===== config.mk =====
export PLATFORM = sky130hd
export DESIGN_NAME = tdc_core
export DESIGN_NICKNAME = d
export VERILOG_FILES = /design/src/tdc_pkg.sv /design/src/tdc_core.sv
export VERILOG_INCLUDE_DIRS = /design/src /design/src/src
export SDC_FILE = /design/constraint.sdc
export NUM_CORES = 1
export LEC_CHECK = 0
export BUFFER_PORTS_ARGS = -buffer_cell sky130_fd_sc_hd__buf_2
export CORE_ASPECT_RATIO = 0.7
export CORE_MARGIN = 3
export CORE_UTILIZATION = 40
export DETAILED_ROUTE_END_ITERATION = 10
export GPL_ROUTABILITY_DRIVEN = 1
export GPL_TIMING_DRIVEN = 0
export PLACE_DENSITY = 0.67
export SYNTH_ARGS = -nofsm -noshare
export SYNTH_HDL_FRONTEND = slang
export SYNTH_SLANG_ARGS = --single-unit

===== constraint.sdc =====
create_clock -name clk_sys -period 6 [get_ports clk_sys]
set_input_delay 0.3 -clock clk_sys [delete_from_list [all_inputs] [get_ports clk_sys]]
set_output_delay 0.3 -clock clk_sys [all_outputs]
set_load 0.01 [all_outputs]

===== src/tdc_defines.svh =====
// Register offsets, field positions and reset values for the delay compensation block
`ifndef TDC_DEFINES_SVH
`define TDC_DEFINES_SVH
`define TDC_OFF_CABLE   8'h20
`define TDC_OFF_PENDING 8'h30
`define TDC_DELAY_MSB   15
`define TDC_DELAY_RST   16'h0000
`define TDC_PEND_BIT    0
`define TDC_NS_WRAP     32'h3B9A_CA00
`endif


===== src/tdc_pkg.sv =====
// Types shared by the delay compensation block
package tdc_pkg;
  typedef struct packed {
    logic [31:0] sec;
    logic [31:0] ns;
  } tdc_time_type;

  typedef struct packed {
    logic         wr;
    logic         rd;
    logic [7:0]   addr;
    logic [31:0]  wdata;
  } tdc_bus_type;

  typedef struct packed {
    logic [15:0]           delay;
    logic                  pend;
    tdc_time_type          stamp;
    logic                  stamp_vld;
    logic [31:0]           rdata;
    logic [2:0]            evt_sync;
  } tdc_state_type;
endpackage


===== src/tdc_core.sv =====
// Cable delay compensation and pending-event flag of the timestamp unit
`timescale 1ns/1ps
`include "tdc_defines.svh"

module tdc_core (
  input  wire logic                  clk_sys,
  input  wire logic                  rst_n,
  input  wire tdc_pkg::tdc_bus_type  bus_req,
  output logic [31:0]                bus_rdata,
  input  wire logic                  ts_enable,
  input  wire logic                  evt_in,
  input  wire tdc_pkg::tdc_time_type now_time,
  output tdc_pkg::tdc_time_type      stamp_out,
  output logic                       stamp_vld,
  output logic                       irq_out
);

  // Timing: an event edge is seen two flops after the pin and stamped on
  // the following edge, so stamp_vld trails the rise of evt_in by three clocks.
  // The enable is a same-clock level from the mask logic elsewhere, so it is
  // used as it stands; the event pin is not, hence the synchroniser.
  // Trade-off: the stamp carries the synchroniser latency as a fixed offset,
  // which a user may fold into the programmed cable delay.
  // Helpers below are combinational and hold no state of their own.

  tdc_pkg::tdc_state_type st_r;      // Whole state of the block
  tdc_pkg::tdc_state_type st_nxt;    // Next state
  logic                   edge_seen; // Rising edge of synchronised event
  logic                   capture;   // Qualified capture this cycle
  logic [31:0]            ns_corr;   // Nanoseconds after delay subtraction
  logic                   borrow;    // Correction crossed a second boundary

  // Event line is asynchronous; bit 0 is the first synchroniser stage only
  assign edge_seen = st_r.evt_sync[1] & ~st_r.evt_sync[2];
  assign capture   = edge_seen & ts_enable & ~st_r.pend;

  // Subtract delay with borrow into seconds; delay is below one second
  always_comb
  begin
    // Compare on the full 32-bit nanosecond word
    borrow  = now_time.ns < {16'h0000, st_r.delay};
    ns_corr = now_time.ns - {16'h0000, st_r.delay};
    // Wrap back into the previous second
    if (borrow)
    begin
      ns_corr = ns_corr + `TDC_NS_WRAP;
    end
  end

  // Next state
  always_comb
  begin
    st_nxt           = st_r;
    // Shift the event pin through the synchroniser and edge stage
    st_nxt.evt_sync  = {st_r.evt_sync[1:0], evt_in};
    // Valid is a one-cycle pulse
    st_nxt.stamp_vld = 1'b0;
    // Register writes
    if (bus_req.wr && bus_req.addr == `TDC_OFF_CABLE)
    begin
      // Upper write bits are dropped
      st_nxt.delay = bus_req.wdata[`TDC_DELAY_MSB:0];
    end
    // Writing zero to the flag bit leaves the flag alone
    if (bus_req.wr && bus_req.addr == `TDC_OFF_PENDING && bus_req.wdata[`TDC_PEND_BIT])
    begin
      st_nxt.pend = 1'b0;
    end
    // Capture wins over a clear in the same cycle
    // so the flag it sets survives the clear; an event that meets the clear while the flag is set is lost
    if (capture)
    begin
      // Seconds borrow when the correction crossed zero
      st_nxt.stamp.sec = now_time.sec - {31'h0000_0000, borrow};
      st_nxt.stamp.ns  = ns_corr;
      st_nxt.stamp_vld = 1'b1;
      st_nxt.pend      = 1'b1;
    end
    // Read data registered, reserved bits zero
    st_nxt.rdata = 32'h0000_0000;
    if (bus_req.rd)
    begin
      // Decode only the two offsets of this block
      unique case (bus_req.addr)
        `TDC_OFF_CABLE:   st_nxt.rdata = {16'h0000, st_r.delay};
        `TDC_OFF_PENDING: st_nxt.rdata = {31'h0000_0000, st_r.pend};
        default:          st_nxt.rdata = 32'h0000_0000;
      endcase
    end
  end

  // State register
  always_ff @(posedge clk_sys or negedge rst_n)
  begin
    if (!rst_n)
    begin
      // Reset clears flag and stamp; delay has its own reset value
      st_r       <= '0;
      st_r.delay <= `TDC_DELAY_RST;
    end
    else
    begin
      // Every register updates on every clock
      st_r <= st_nxt;
    end
  end

  // Outputs come straight from the state flops, except the gated interrupt
  // Interrupt is masked by the enable so a disabled unit stays quiet
  assign bus_rdata = st_r.rdata;
  assign stamp_out = st_r.stamp;
  assign stamp_vld = st_r.stamp_vld;
  assign irq_out   = st_r.pend & ts_enable;

  // No stamp stored while a flag was already pending
  property p_no_cap_pend;
    @(posedge clk_sys) disable iff (!rst_n)
    stamp_vld |-> !$past(st_r.pend);
  endproperty
  a_no_cap_pend: assert property (p_no_cap_pend) else $error("stamp while pending");

  // A stamp always comes with the flag
  property p_vld_sets_pend;
    @(posedge clk_sys) disable iff (!rst_n)
    stamp_vld |-> st_r.pend;
  endproperty
  a_vld_sets_pend: assert property (p_vld_sets_pend) else $error("flag not set with stamp");

  // Enable low means no stamp on the next edge
  property p_enable_blocks;
    @(posedge clk_sys) disable iff (!rst_n)
    !ts_enable |-> ##1 !stamp_vld;
  endproperty
  a_enable_blocks: assert property (p_enable_blocks) else $error("stamp while disabled");

  // Interrupt line quiet while disabled
  property p_irq_gate;
    @(posedge clk_sys) disable iff (!rst_n)
    !ts_enable |-> !irq_out;
  endproperty
  a_irq_gate: assert property (p_irq_gate) else $error("irq while disabled");

  // Writing one clears the flag unless a capture meets it
  property p_clear;
    @(posedge clk_sys) disable iff (!rst_n)
    bus_req.wr && bus_req.addr == `TDC_OFF_PENDING && bus_req.wdata[0] && !capture |=> !st_r.pend;
  endproperty
  a_clear: assert property (p_clear) else $error("flag not cleared");

  // Writing zero to the flag bit keeps a pending flag
  property p_wr0_keeps;
    @(posedge clk_sys) disable iff (!rst_n)
    bus_req.wr && bus_req.addr == `TDC_OFF_PENDING && !bus_req.wdata[`TDC_PEND_BIT] && st_r.pend |=> st_r.pend;
  endproperty
  a_wr0_keeps: assert property (p_wr0_keeps) else $error("flag lost on zero write");

  // The flag only falls after a clearing write
  property p_fall_by_write;
    @(posedge clk_sys) disable iff (!rst_n)
    $fell(st_r.pend) |-> $past(bus_req.wr) && $past(bus_req.addr) == `TDC_OFF_PENDING;
  endproperty
  a_fall_by_write: assert property (p_fall_by_write) else $error("flag fell without write");

  // Delay written from the low half of the data
  property p_delay_wr;
    @(posedge clk_sys) disable iff (!rst_n)
    bus_req.wr && bus_req.addr == `TDC_OFF_CABLE |=> st_r.delay == $past(bus_req.wdata[15:0]);
  endproperty
  a_delay_wr: assert property (p_delay_wr) else $error("delay not written");

  // Delay holds unless written
  property p_delay_hold;
    @(posedge clk_sys) disable iff (!rst_n)
    !(bus_req.wr && bus_req.addr == `TDC_OFF_CABLE) |=> $stable(st_r.delay);
  endproperty
  a_delay_hold: assert property (p_delay_hold) else $error("delay changed unasked");

  // Delay reads back with upper bits zero
  property p_rd_delay;
    @(posedge clk_sys) disable iff (!rst_n)
    bus_req.rd && bus_req.addr == `TDC_OFF_CABLE |=> bus_rdata == {16'h0000, $past(st_r.delay)};
  endproperty
  a_rd_delay: assert property (p_rd_delay) else $error("delay readback wrong");

  // Read data is zero when no read was made
  property p_rd_idle;
    @(posedge clk_sys) disable iff (!rst_n)
    !bus_req.rd |=> bus_rdata == 32'h0000_0000;
  endproperty
  a_rd_idle: assert property (p_rd_idle) else $error("read data without read");

  // Flag reads in bit zero only
  property p_rd_pend;
    @(posedge clk_sys) disable iff (!rst_n)
    bus_req.rd && bus_req.addr == `TDC_OFF_PENDING |=> bus_rdata == {31'h0, $past(st_r.pend)};
  endproperty
  a_rd_pend: assert property (p_rd_pend) else $error("flag readback wrong");

  // Stamp holds between captures
  property p_stamp_hold;
    @(posedge clk_sys) disable iff (!rst_n)
    !capture |=> $stable(stamp_out);
  endproperty
  a_stamp_hold: assert property (p_stamp_hold) else $error("stamp changed without capture");

  // Borrow takes one second off
  property p_borrow_sec;
    @(posedge clk_sys) disable iff (!rst_n)
    capture && borrow |=> stamp_out.sec == $past(now_time.sec) - 32'h0000_0001;
  endproperty
  a_borrow_sec: assert property (p_borrow_sec) else $error("second not borrowed");

  // Nanoseconds corrected by the delay
  property p_correct;
    @(posedge clk_sys) disable iff (!rst_n)
    capture && !borrow |=> stamp_out.ns == $past(now_time.ns) - {16'h0000, $past(st_r.delay)};
  endproperty
  a_correct: assert property (p_correct) else $error("stamp not corrected");

endmodule


==> impl_metrics.tcl, run 1 <==
set metrics [dict create \
    status "finished clean" \
    grt_pass1_wl_um 26400 \
    drc 0 \
    cts_tree "built" \
    synthArstFlopShare_pct 100 \
    grt_pass1_vias 5120 \
    num_vias 5270 \
    powerDensity_nw_per_um2 301 \
    startpoint_type "flop" \
    power_switching_mw 0.744 \
    ant_nets 0 \
    wirelength_um 16000 \
    p_leak_nw 3.82 \
    ys_warn_count 0 \
    clockBufferDepth 2 \
    clockPowerShare_pct 24.3 \
    synth_flop_cell "dfrtp_1" \
    holdPathStages 1 \
    crit_arrival_ns 4.98 \
    rsz0062_at_grt "false" \
    area_growth_pct 24.0 \
    hold_buffers 1 \
    total_power_mw 2.33 \
    fmaxAchievable_mhz 209 \
    hold_start "evt_in" \
    dpl.cell_count 1074 \
    finalHoldViolations 0 \
    clock_latency_ns 0.34 \
    io_buffers 174 \
    regToRegStartpoint "st_r[108]" \
    worst_r2r_path_depth 21 \
    initial_core_util_pct 41.6 \
    antenna_cells 0 \
    startpoint "st_r[108]" \
    hold_end "st_nxt[1]" \
    slew_headroom_pct 29.8 \
    r2r_setup_slack_ns 1.22 \
    drive_above_1_share_pct 35.2 \
    grt_max_degree 58 \
    placeableCoreArea_sq_um 15000 \
    worst_path_largest_cell_delay_ns 0.53 \
    syn_inst 689 \
    cts_root_buffer "clkbuf_16" \
    yosys.cell_types.count 54 \
    dp.final_hpwl_um 12800 \
    cp_max_fo 10 \
    fin_cells 1091 \
    fin_setup_tns_ns 0 \
    post_cts_buffers 0 \
    period_share_pct 79.6 \
    seq_power_share_pct 40.2 \
    dr.pass1.iters 5 \
    synth-edff-count 0 \
    ys_seq_area_share_pct 40.5 \
    htreeDepth 3 \
    tightest_slew_ns 1.04 \
    first_iter_violations 367 \
    die-area_sq_um 17200 \
    worst_ep_required_time_ns 6.21 \
    die_h_um 111 \
    grt_antenna_before_repair 2 \
    rr_endpoint "stamp_out[62]" \
    pin_count 208 \
    setup_viol 0 \
    cts_sinks 101 \
    path_cells "inv_1 > ha_1 > clkbuf_1 > a21o_1 > a21oi_1 > a21oi_1 > a21oi_1 > o31ai_1 > or4_1 > buf_6 > inv_6 > buf_12 > ha_1 > ha_1 > nand4_1 > or2_2 > nand2b_1 > nand2b_1 > nor4_1 > xnor2_1 > o21ai_0" \
    fp.dieW_um 155 \
    critPathSlowestCell "or4_1" \
    holdWs_ns 0.0640 \
    critical_path_class "flop to flop" \
    final_cell_mix "buf_2, dfrtp_1, buf_4" \
    maxSlewViolCount 0 \
    syn_avg_cell_area_sq_um 9.06 \
    path_clk_slew_ns 0.07 \
    core.rowCount 37 \
    hp-class "primary input to flop" \
    p_int_mw 1.58 \
    syn_area_sq_um 6240 \
    cts.repair.resized 0 \
    ir_drop_mv 0.138 \
    grt_overflow 0 \
    finalCriticalPeriod_ns 4.78 \
    cts_buffers 9 \
    gp_congestion 0.879 \
    swShare_pct 32.0 \
    power_frac_comb_pct 35.5 \
    finClkSkew_ns 0.00870 \
    drv_cap 0 \
    viasPerCell 4.83 \
    nets 1021 \
    synth-seq-cells 101 \
    end_kind "flop" \
    track_usage_pct 18.9 \
    drt-wirelength-per-cell_um 14.6 \
    final_common_cell "buf_2" \
]
[cell usage after synthesis (2+ instances only)]
cell type	n	area share [%]
ha_1	19	3.8
nand3_1	4	0.32
and2_1	2	0.20
a221o_1	2	0.32
inv_1	23	1.4
buf_1	3	0.18
xnor2_1	41	5.8
nand4_1	7	0.70
nand2b_1	6	0.60
a21o_1	9	1.1
or2_2	4	0.40
buf_4	96	12
nor2_1	34	2.0
or3_1	5	0.50
o31ai_1	5	0.60
nand2_1	80	4.8
clkbuf_1	23	1.4
nor3b_1	2	0.24
o21ai_0	62	5.0
o211ai_1	3	0.36
nor2b_1	5	0.50
a21oi_1	21	1.7
nor4_1	15	1.5
or4_1	4	0.48
dfrtp_1	101	40
o21ai_1	4	0.32
a31oi_1	14	1.4
mux2_2	16	2.9
nor3_1	32	2.6
a211oi_1	4	0.48
xor2_1	19	2.7
and3_1	2	0.20
[state kept, by name, summed over array words and instances, names as in the netlist]
signal     count
bus_rdata     16
st_nxt         2
stamp_out     64
st_r          18
stamp_vld      1
[critical path: cells and delay by family, from the launching register on]
kind                       cells  cell delay [ns]
AOI/OAI and AO/OA              6             1.06
DFF                            1             0.38
buffers and inverters          5             0.61
and+or+nand+nor                6             1.73
xor gates and xnor gates       1             0.17
adders and majority gates      3             0.66
[power groups by stage]
stage | clock [mW] | combinational [mW] | sequential [mW]
after global placement | 0 | 0.821 | 0.948
final | 0.565 | 0.826 | 0.937
after floorplan | 0 | 0.556 | 0.924
after CTS | 0.584 | 0.837 | 0.939
after global routing | 0.612 | 0.923 | 0.961
after detailed placement | 0 | 0.835 | 0.952
[per-layer routing]
metal | global-route usage (%) | up-vias | routed length [um]
li1 | - | 2652 | -
met1 | 29.6 | 2411 | 8140
met5 | 0 | - | 21
met4 | 3.27 | 4 | 131
met3 | 5.60 | 13 | 1370
met2 | 25.6 | 190 | 6330
[kinds of logic (layout without fill, tap and decap cells)]
logic type                 Yosys count  after routing  synth area share (%)
other                                1             16                0.0601
xor gates and xnor gates            60             60                  8.42
buffers and inverters              150            342                  15.3
AOI/OAI and AO/OA                  132            132                  12.5
muxes                               17             17                  3.05
and+or+nand+nor                    208            208                  16.1
DFF                                101            101                  40.5
adders and majority gates           20             20                  4.13
[metrics by stage]
step | setup WS (ns) | cell area, sq um | util (%)
floorplan | 1.90 | 6300 | -
global route | 0.794 | 7740 | 51.6
global placement | 1.32 | 7410 | 49.4
CTS | 1.23 | 7740 | 51.6
finish | 1.22 | 7740 | 51.6
detailed placement | 1.24 | 7440 | 49.6
[final cells by class]
class / instances / area [sq um]
Inverter: 25 / 98.8
Timing Repair Buffer: 176 / 911
Clock inverter: 5 / 41.3
Sequential cell: 101 / 2530
Tap cell: 195 / 244
Clock buffer: 11 / 243
Buffer: 125 / 855
Multi-Input combinational cell: 453 / 2820
Fill cell: 1477 / 7260
[worst max-delay path by stage]
stage,endpoint
after floorplan,stamp_out[62]
after global routing,stamp_out[62]
final,stamp_out[62]
after global placement,stamp_out[62]
after detailed placement,stamp_out[62]
after CTS,stamp_out[62]
Power figures use the tool's default switching activity.
==> inputs of run 2 (changes only) <==
Clock period 6 ns to 4.5 ns, I/O delays scaled along.
==> run 2 against run 1 <==
Against the previous run:
- register-to-register slack worse by 0.91 ns
- largest power group unchanged
- core utilization rose by 0.89 points
- maximum frequency up 14%
- critical path type unchanged
==> impl_metrics.tcl, run 2 (synthesis gave the netlist of run 1 again) <==
set metrics [dict create \
    status "finished clean" \
    regToRegStartpoint "st_r[106]" \
    tightest_slew_ns 1.01 \
    slew_headroom_pct 31.5 \
    ir_drop_mv 0.189 \
    critical_path_class "flop to flop" \
    worst_r2r_path_depth 20 \
    hold_start "bus_req[13]" \
    p_int_mw 2.12 \
    grt_pass1_vias 5134 \
    hp-class "primary input to flop" \
    crit_arrival_ns 4.39 \
    worst_path_largest_cell_delay_ns 0.50 \
    viasPerCell 4.81 \
    holdPathStages 2 \
    cp_num_buf_inv 4 \
    powerDensity_nw_per_um2 396 \
    nets 1023 \
    dp.final_hpwl_um 12800 \
    finClkSkew_ns 0.00836 \
    num_vias 5256 \
    setup_viol 0 \
    track_usage_pct 18.9 \
    die-area_sq_um 17200 \
    p_leak_nw 3.84 \
    total_power_mw 3.12 \
    path_clk_slew_ns 0.07 \
    wirelength_um 16200 \
    critPathSlowestCell "or4_1" \
    fp.dieW_um 155 \
    fin_setup_tns_ns 0 \
    die_h_um 111 \
    path_delay_family "simple AND/OR/NAND/NOR gates" \
    power_switching_mw 1.00 \
    core.rowCount 37 \
    gp_congestion 0.879 \
    end_kind "flop" \
    rsz0062_at_grt "false" \
    drt-wirelength-per-cell_um 14.9 \
    swShare_pct 32.1 \
    clockPowerShare_pct 24.2 \
    htreeDepth 3 \
    pin_count 208 \
    startpoint_type "flop" \
    clockBufferDepth 2 \
    cp_max_fo 10 \
    finalHoldViolations 0 \
    final_common_cell "buf_2" \
    r2r_setup_slack_ns 0.32 \
    maxSlewViolCount 0 \
    period_share_pct 92.9 \
    fillCellCount 1464 \
    io_buffers 174 \
    cts_sinks 101 \
    drv_cap 0 \
    drc 0 \
    seq_power_share_pct 40.1 \
    largest_reg_flops 64 \
    dr.pass1.iters 4 \
    grt_max_degree 58 \
    placeableCoreArea_sq_um 15000 \
    cts_tree "built" \
    area_growth_pct 26.1 \
    finalCriticalPeriod_ns 4.18 \
    power_frac_comb_pct 35.8 \
    grt_overflow 0 \
    clock_latency_ns 0.34 \
    antenna_cells 0 \
    path_cells "inv_1 > ha_2 > a21o_1 > nor2_2 > a21oi_1 > a21oi_2 > o31ai_4 > or4_1 > buf_6 > inv_6 > buf_12 > ha_4 > ha_4 > nand4_1 > or2_4 > nand2b_1 > nand2b_4 > nor4_4 > xnor2_1 > o21ai_0" \
    grt_pass1_wl_um 26400 \
    initial_core_util_pct 41.6 \
    cts_buffers 9 \
    drive_above_1_share_pct 37.1 \
    worst_ep_required_time_ns 4.71 \
    final_cell_mix "buf_2, dfrtp_1, buf_4" \
    grt_antenna_before_repair 2 \
    ant_nets 0 \
    cts_root_buffer "clkbuf_16" \
    cp_common_cell "ha_4" \
    hold_end "st_r[114]" \
    fmaxAchievable_mhz 239 \
    rr_endpoint "stamp_out[62]" \
    first_iter_violations 343 \
    utilization_pct 52.5 \
]
## run 2: per-layer routing
layer	global-route usage [%]	share of wire, %	vias up
li1	-	-	2656
met3	5.09	7.7	13
met4	3.27	0.83	4
met1	29.9	51	2412
met5	0	0.13	-
met2	25.8	40	171
## run 2: how the worst max path moves through the flow
| stage | startpoint | endpoint | slack [ns] | cells after the start |
|---|---|---|---|---|
| final | st_r[106] | stamp_out[62] | 0.32 | 20 |
| after global placement | st_r[108] | stamp_out[62] | -0.17 | 21 |
| after detailed placement | st_r[108] | stamp_out[62] | -0.25 | 21 |
| after CTS | st_r[108] | stamp_out[62] | 0.04 | 21 |
| after global routing | st_r[104] | stamp_out[62] | 0.03 | 20 |
| after floorplan | st_r[108] | stamp_out[62] | 0.40 | 21 |
## run 2: power by group through the flow
stage / clock network [mW] / registers, mW / logic [mW]
floorplan: 0 / 1.23 / 0.741
detailed placement: 0 / 1.27 / 1.11
global route: 0.816 / 1.28 / 1.24
CTS: 0.779 / 1.25 / 1.12
global placement: 0 / 1.26 / 1.09
finish: 0.754 / 1.25 / 1.12
## run 2: per-stage QoR
stage	cell area (sq um)	setup WS [ns]	hold slack [ns]	cells
after global placement	7410	-0.167	0.336	1073
after detailed placement	7440	-0.251	0.267	1074
after global routing	7870	0.0286	0.0997	1093
after CTS	7770	0.0382	0.0979	1092
final	7870	0.317	0.110	1093
after floorplan	6300	0.397	-0.0706	704
## run 2: repair_timing
item	4_1_cts	5_1_grt
buffers inserted	0	3
pin swaps	0	4
setup endpoints to repair	6	11
hold buffers	2	0
hold endpoints to repair	45	0
resized for setup	5	17
## run 2: area by class of cell
type / count / area, sq um / share of cell area (%)
Multi-Input combinational cell: 453 / 2930 / 37.2
Buffer: 123 / 847 / 10.8
Clock buffer: 11 / 243 / 3.08
Tap cell: 195 / 244 / 3.10
Timing Repair Buffer: 180 / 943 / 12.0
Clock inverter: 5 / 41.3 / 0.525
Inverter: 25 / 98.8 / 1.26
Sequential cell: 101 / 2530 / 32.1
==> inputs of run 3 (changes only) <==
Settings changed: CELL_PAD_IN_SITES_DETAIL_PLACEMENT set to 0, CELL_PAD_IN_SITES_GLOBAL_PLACEMENT set to 1, CORE_UTILIZATION 40 to 38, PLACE_DENSITY 0.67 to 0.83.
==> run 3 against run 2 <==
Against the previous run:
- sequential share of layout area decreased by 0.27 points
- combinational power hardly changed
- total power rose by 3.6%
==> impl_metrics.tcl, run 3 (synthesis gave the netlist of run 1 again) <==
set metrics [dict create \
    nets 1023 \
    largest_reg_flops 64 \
    clockBufferDepth 2 \
    cts_root_buffer "clkbuf_16" \
    placed_area_sq_um 7470 \
    wirelength_um 16500 \
    htreeDepth 3 \
    grt_max_degree 58 \
    ant_nets 0 \
    cp_common_cell "ha_2" \
    grt_pass1_vias 4963 \
    fp.dieW_um 159 \
    ir_drop_mv 0.187 \
    total_power_mw 3.23 \
    initial_core_util_pct 39.5 \
    clock_latency_ns 0.34 \
    drv_cap 0 \
    drc 0 \
    setup_viol 0 \
    fillCellCount 1561 \
    hp-class "primary input to flop" \
    critPathSlowestCell "or4_1" \
    path_cells "inv_1 > ha_2 > o211ai_1 > a21o_1 > a21oi_1 > a21oi_2 > o31ai_4 > or4_1 > buf_6 > inv_6 > buf_12 > ha_2 > ha_4 > nand4_1 > or2_4 > nand2b_1 > nand2b_4 > nor4_4 > xnor2_1 > o21ai_0" \
    finalCriticalPeriod_ns 4.28 \
    num_vias 5250 \
    worst_ep_required_time_ns 4.70 \
    pin_count 208 \
    regToRegStartpoint "st_r[104]" \
    antenna_cells 0 \
    p_leak_nw 3.87 \
    grt_antenna_before_repair 1 \
    cts_buffers 9 \
    powerDensity_nw_per_um2 407 \
    die-area_sq_um 18000 \
    finClkSkew_ns 0.0118 \
    multi_input_area_sq_um 2920 \
    placeableCoreArea_sq_um 15800 \
    hold_start "bus_req[11]" \
    final_area_sq_um 7940 \
    crit_arrival_ns 4.49 \
    dr.pass1.iters 5 \
    drt-wirelength-per-cell_um 14.7 \
    io_buffers 174 \
    holdWs_ns 0.103 \
    dp.final_hpwl_um 13200 \
    first_iter_violations 322 \
    cts_tree "built" \
    tightest_slew_ns 1.06 \
    utilization_pct 50.3 \
    path_clk_slew_ns 0.08 \
    core.rowCount 38 \
    rsz0062_at_grt "false" \
    drive_above_1_share_pct 37.2 \
    status "finished clean" \
    fmaxAchievable_mhz 234 \
    startpoint_type "flop" \
    startpoint "st_r[104]" \
    finalHoldViolations 0 \
    final_common_cell "buf_2" \
    final_cell_mix "buf_2, dfrtp_1, buf_4" \
    end_kind "flop" \
    viasPerCell 4.70 \
    ff_latch_area_sq_um 2530 \
    area_growth_pct 27.2 \
    cp_max_fo 10 \
    gp_congestion 0.860 \
    grt_pass1_wl_um 26200 \
    track_usage_pct 18.0 \
    maxSlewViolCount 0 \
    die_h_um 113 \
    worst_path_largest_cell_delay_ns 0.51 \
    grt_overflow 0 \
    slew_headroom_pct 28.1 \
    cts_sinks 101 \
    period_share_pct 95.2 \
    critical_path_class "flop to flop" \
]
[run 3: changes by cell type in the layout (fill, tap and decap cells not counted), sizes merged]
cell      change
clkbuf        -2
bufinv        +2
clkinvlp      -1
clkinv        +1
[run 3: routing by layer]
metal  GRT usage [%]  routed length [um]
met4            3.27                 113
met2            24.4                6450
met1            28.0                8560
met3            5.71                1330
met5               0                  13
[run 3: path summary, 6_finish.rpt]
path                                 end  slack (ns)  cells past startpoint
min in group asynchronous      st_nxt[1]        0.43                      2
max in group asynchronous  stamp_out[25]        3.37                      3
min reg2reg                    st_nxt[2]        0.35                      0
max reg2reg                stamp_out[62]        0.22                     20
max                        stamp_out[62]        0.22                     20
min                            st_r[112]        0.10                      2
[run 3: cell type report]
class                   count  share of cell area [%]
plain buffers             123                    10.7
clock buffers               9                    2.84
clock inverters             7                    1.29
inverters                  25                    1.25
multi-input cells         453                    36.7
flip-flops and latches    101                    31.8
well taps                 220                    3.47
repair buffers            180                    11.9
[run 3: report_power, final]
group | internal [mW] | switching, mW
combinational | 0.592 | 0.527
clock | 0.495 | 0.367
sequential | 1.13 | 0.122
total | 2.22 | 1.02
[run 3: critical path, delay by kind of cell (launching register included)]
kind / cells / cell delay [ns]
compound gates: 6 / 0.90
xor+xnor: 1 / 0.15
fa+ha+maj: 3 / 0.67
buf+inv: 4 / 0.44
flops: 1 / 0.39
simple gates: 6 / 1.60
[run 3: stage by stage]
stage / instances / setup WS, ns / setup TNS (ns)
4_1_cts: 1117 / 0.00338 / 0
5_1_grt: 1118 / 0.0175 / 0
3_3_place_gp: 1098 / -0.182 / -0.297
6_report: 1118 / 0.218 / 0
3_5_place_dp: 1099 / -0.259 / -0.596
2_1_floorplan: 704 / 0.397 / 0
[run 3: repair_timing]
| item | CTS | global route |
|---|---|---|
| pin swaps | 0 | 4 |
| setup endpoints to repair | 7 | 10 |
| hold buffers | 2 | 0 |
| endpoints found under the hold margin | 45 | 0 |
| gates resized for setup | 5 | 16 |
| buffers inserted | 0 | 3 |
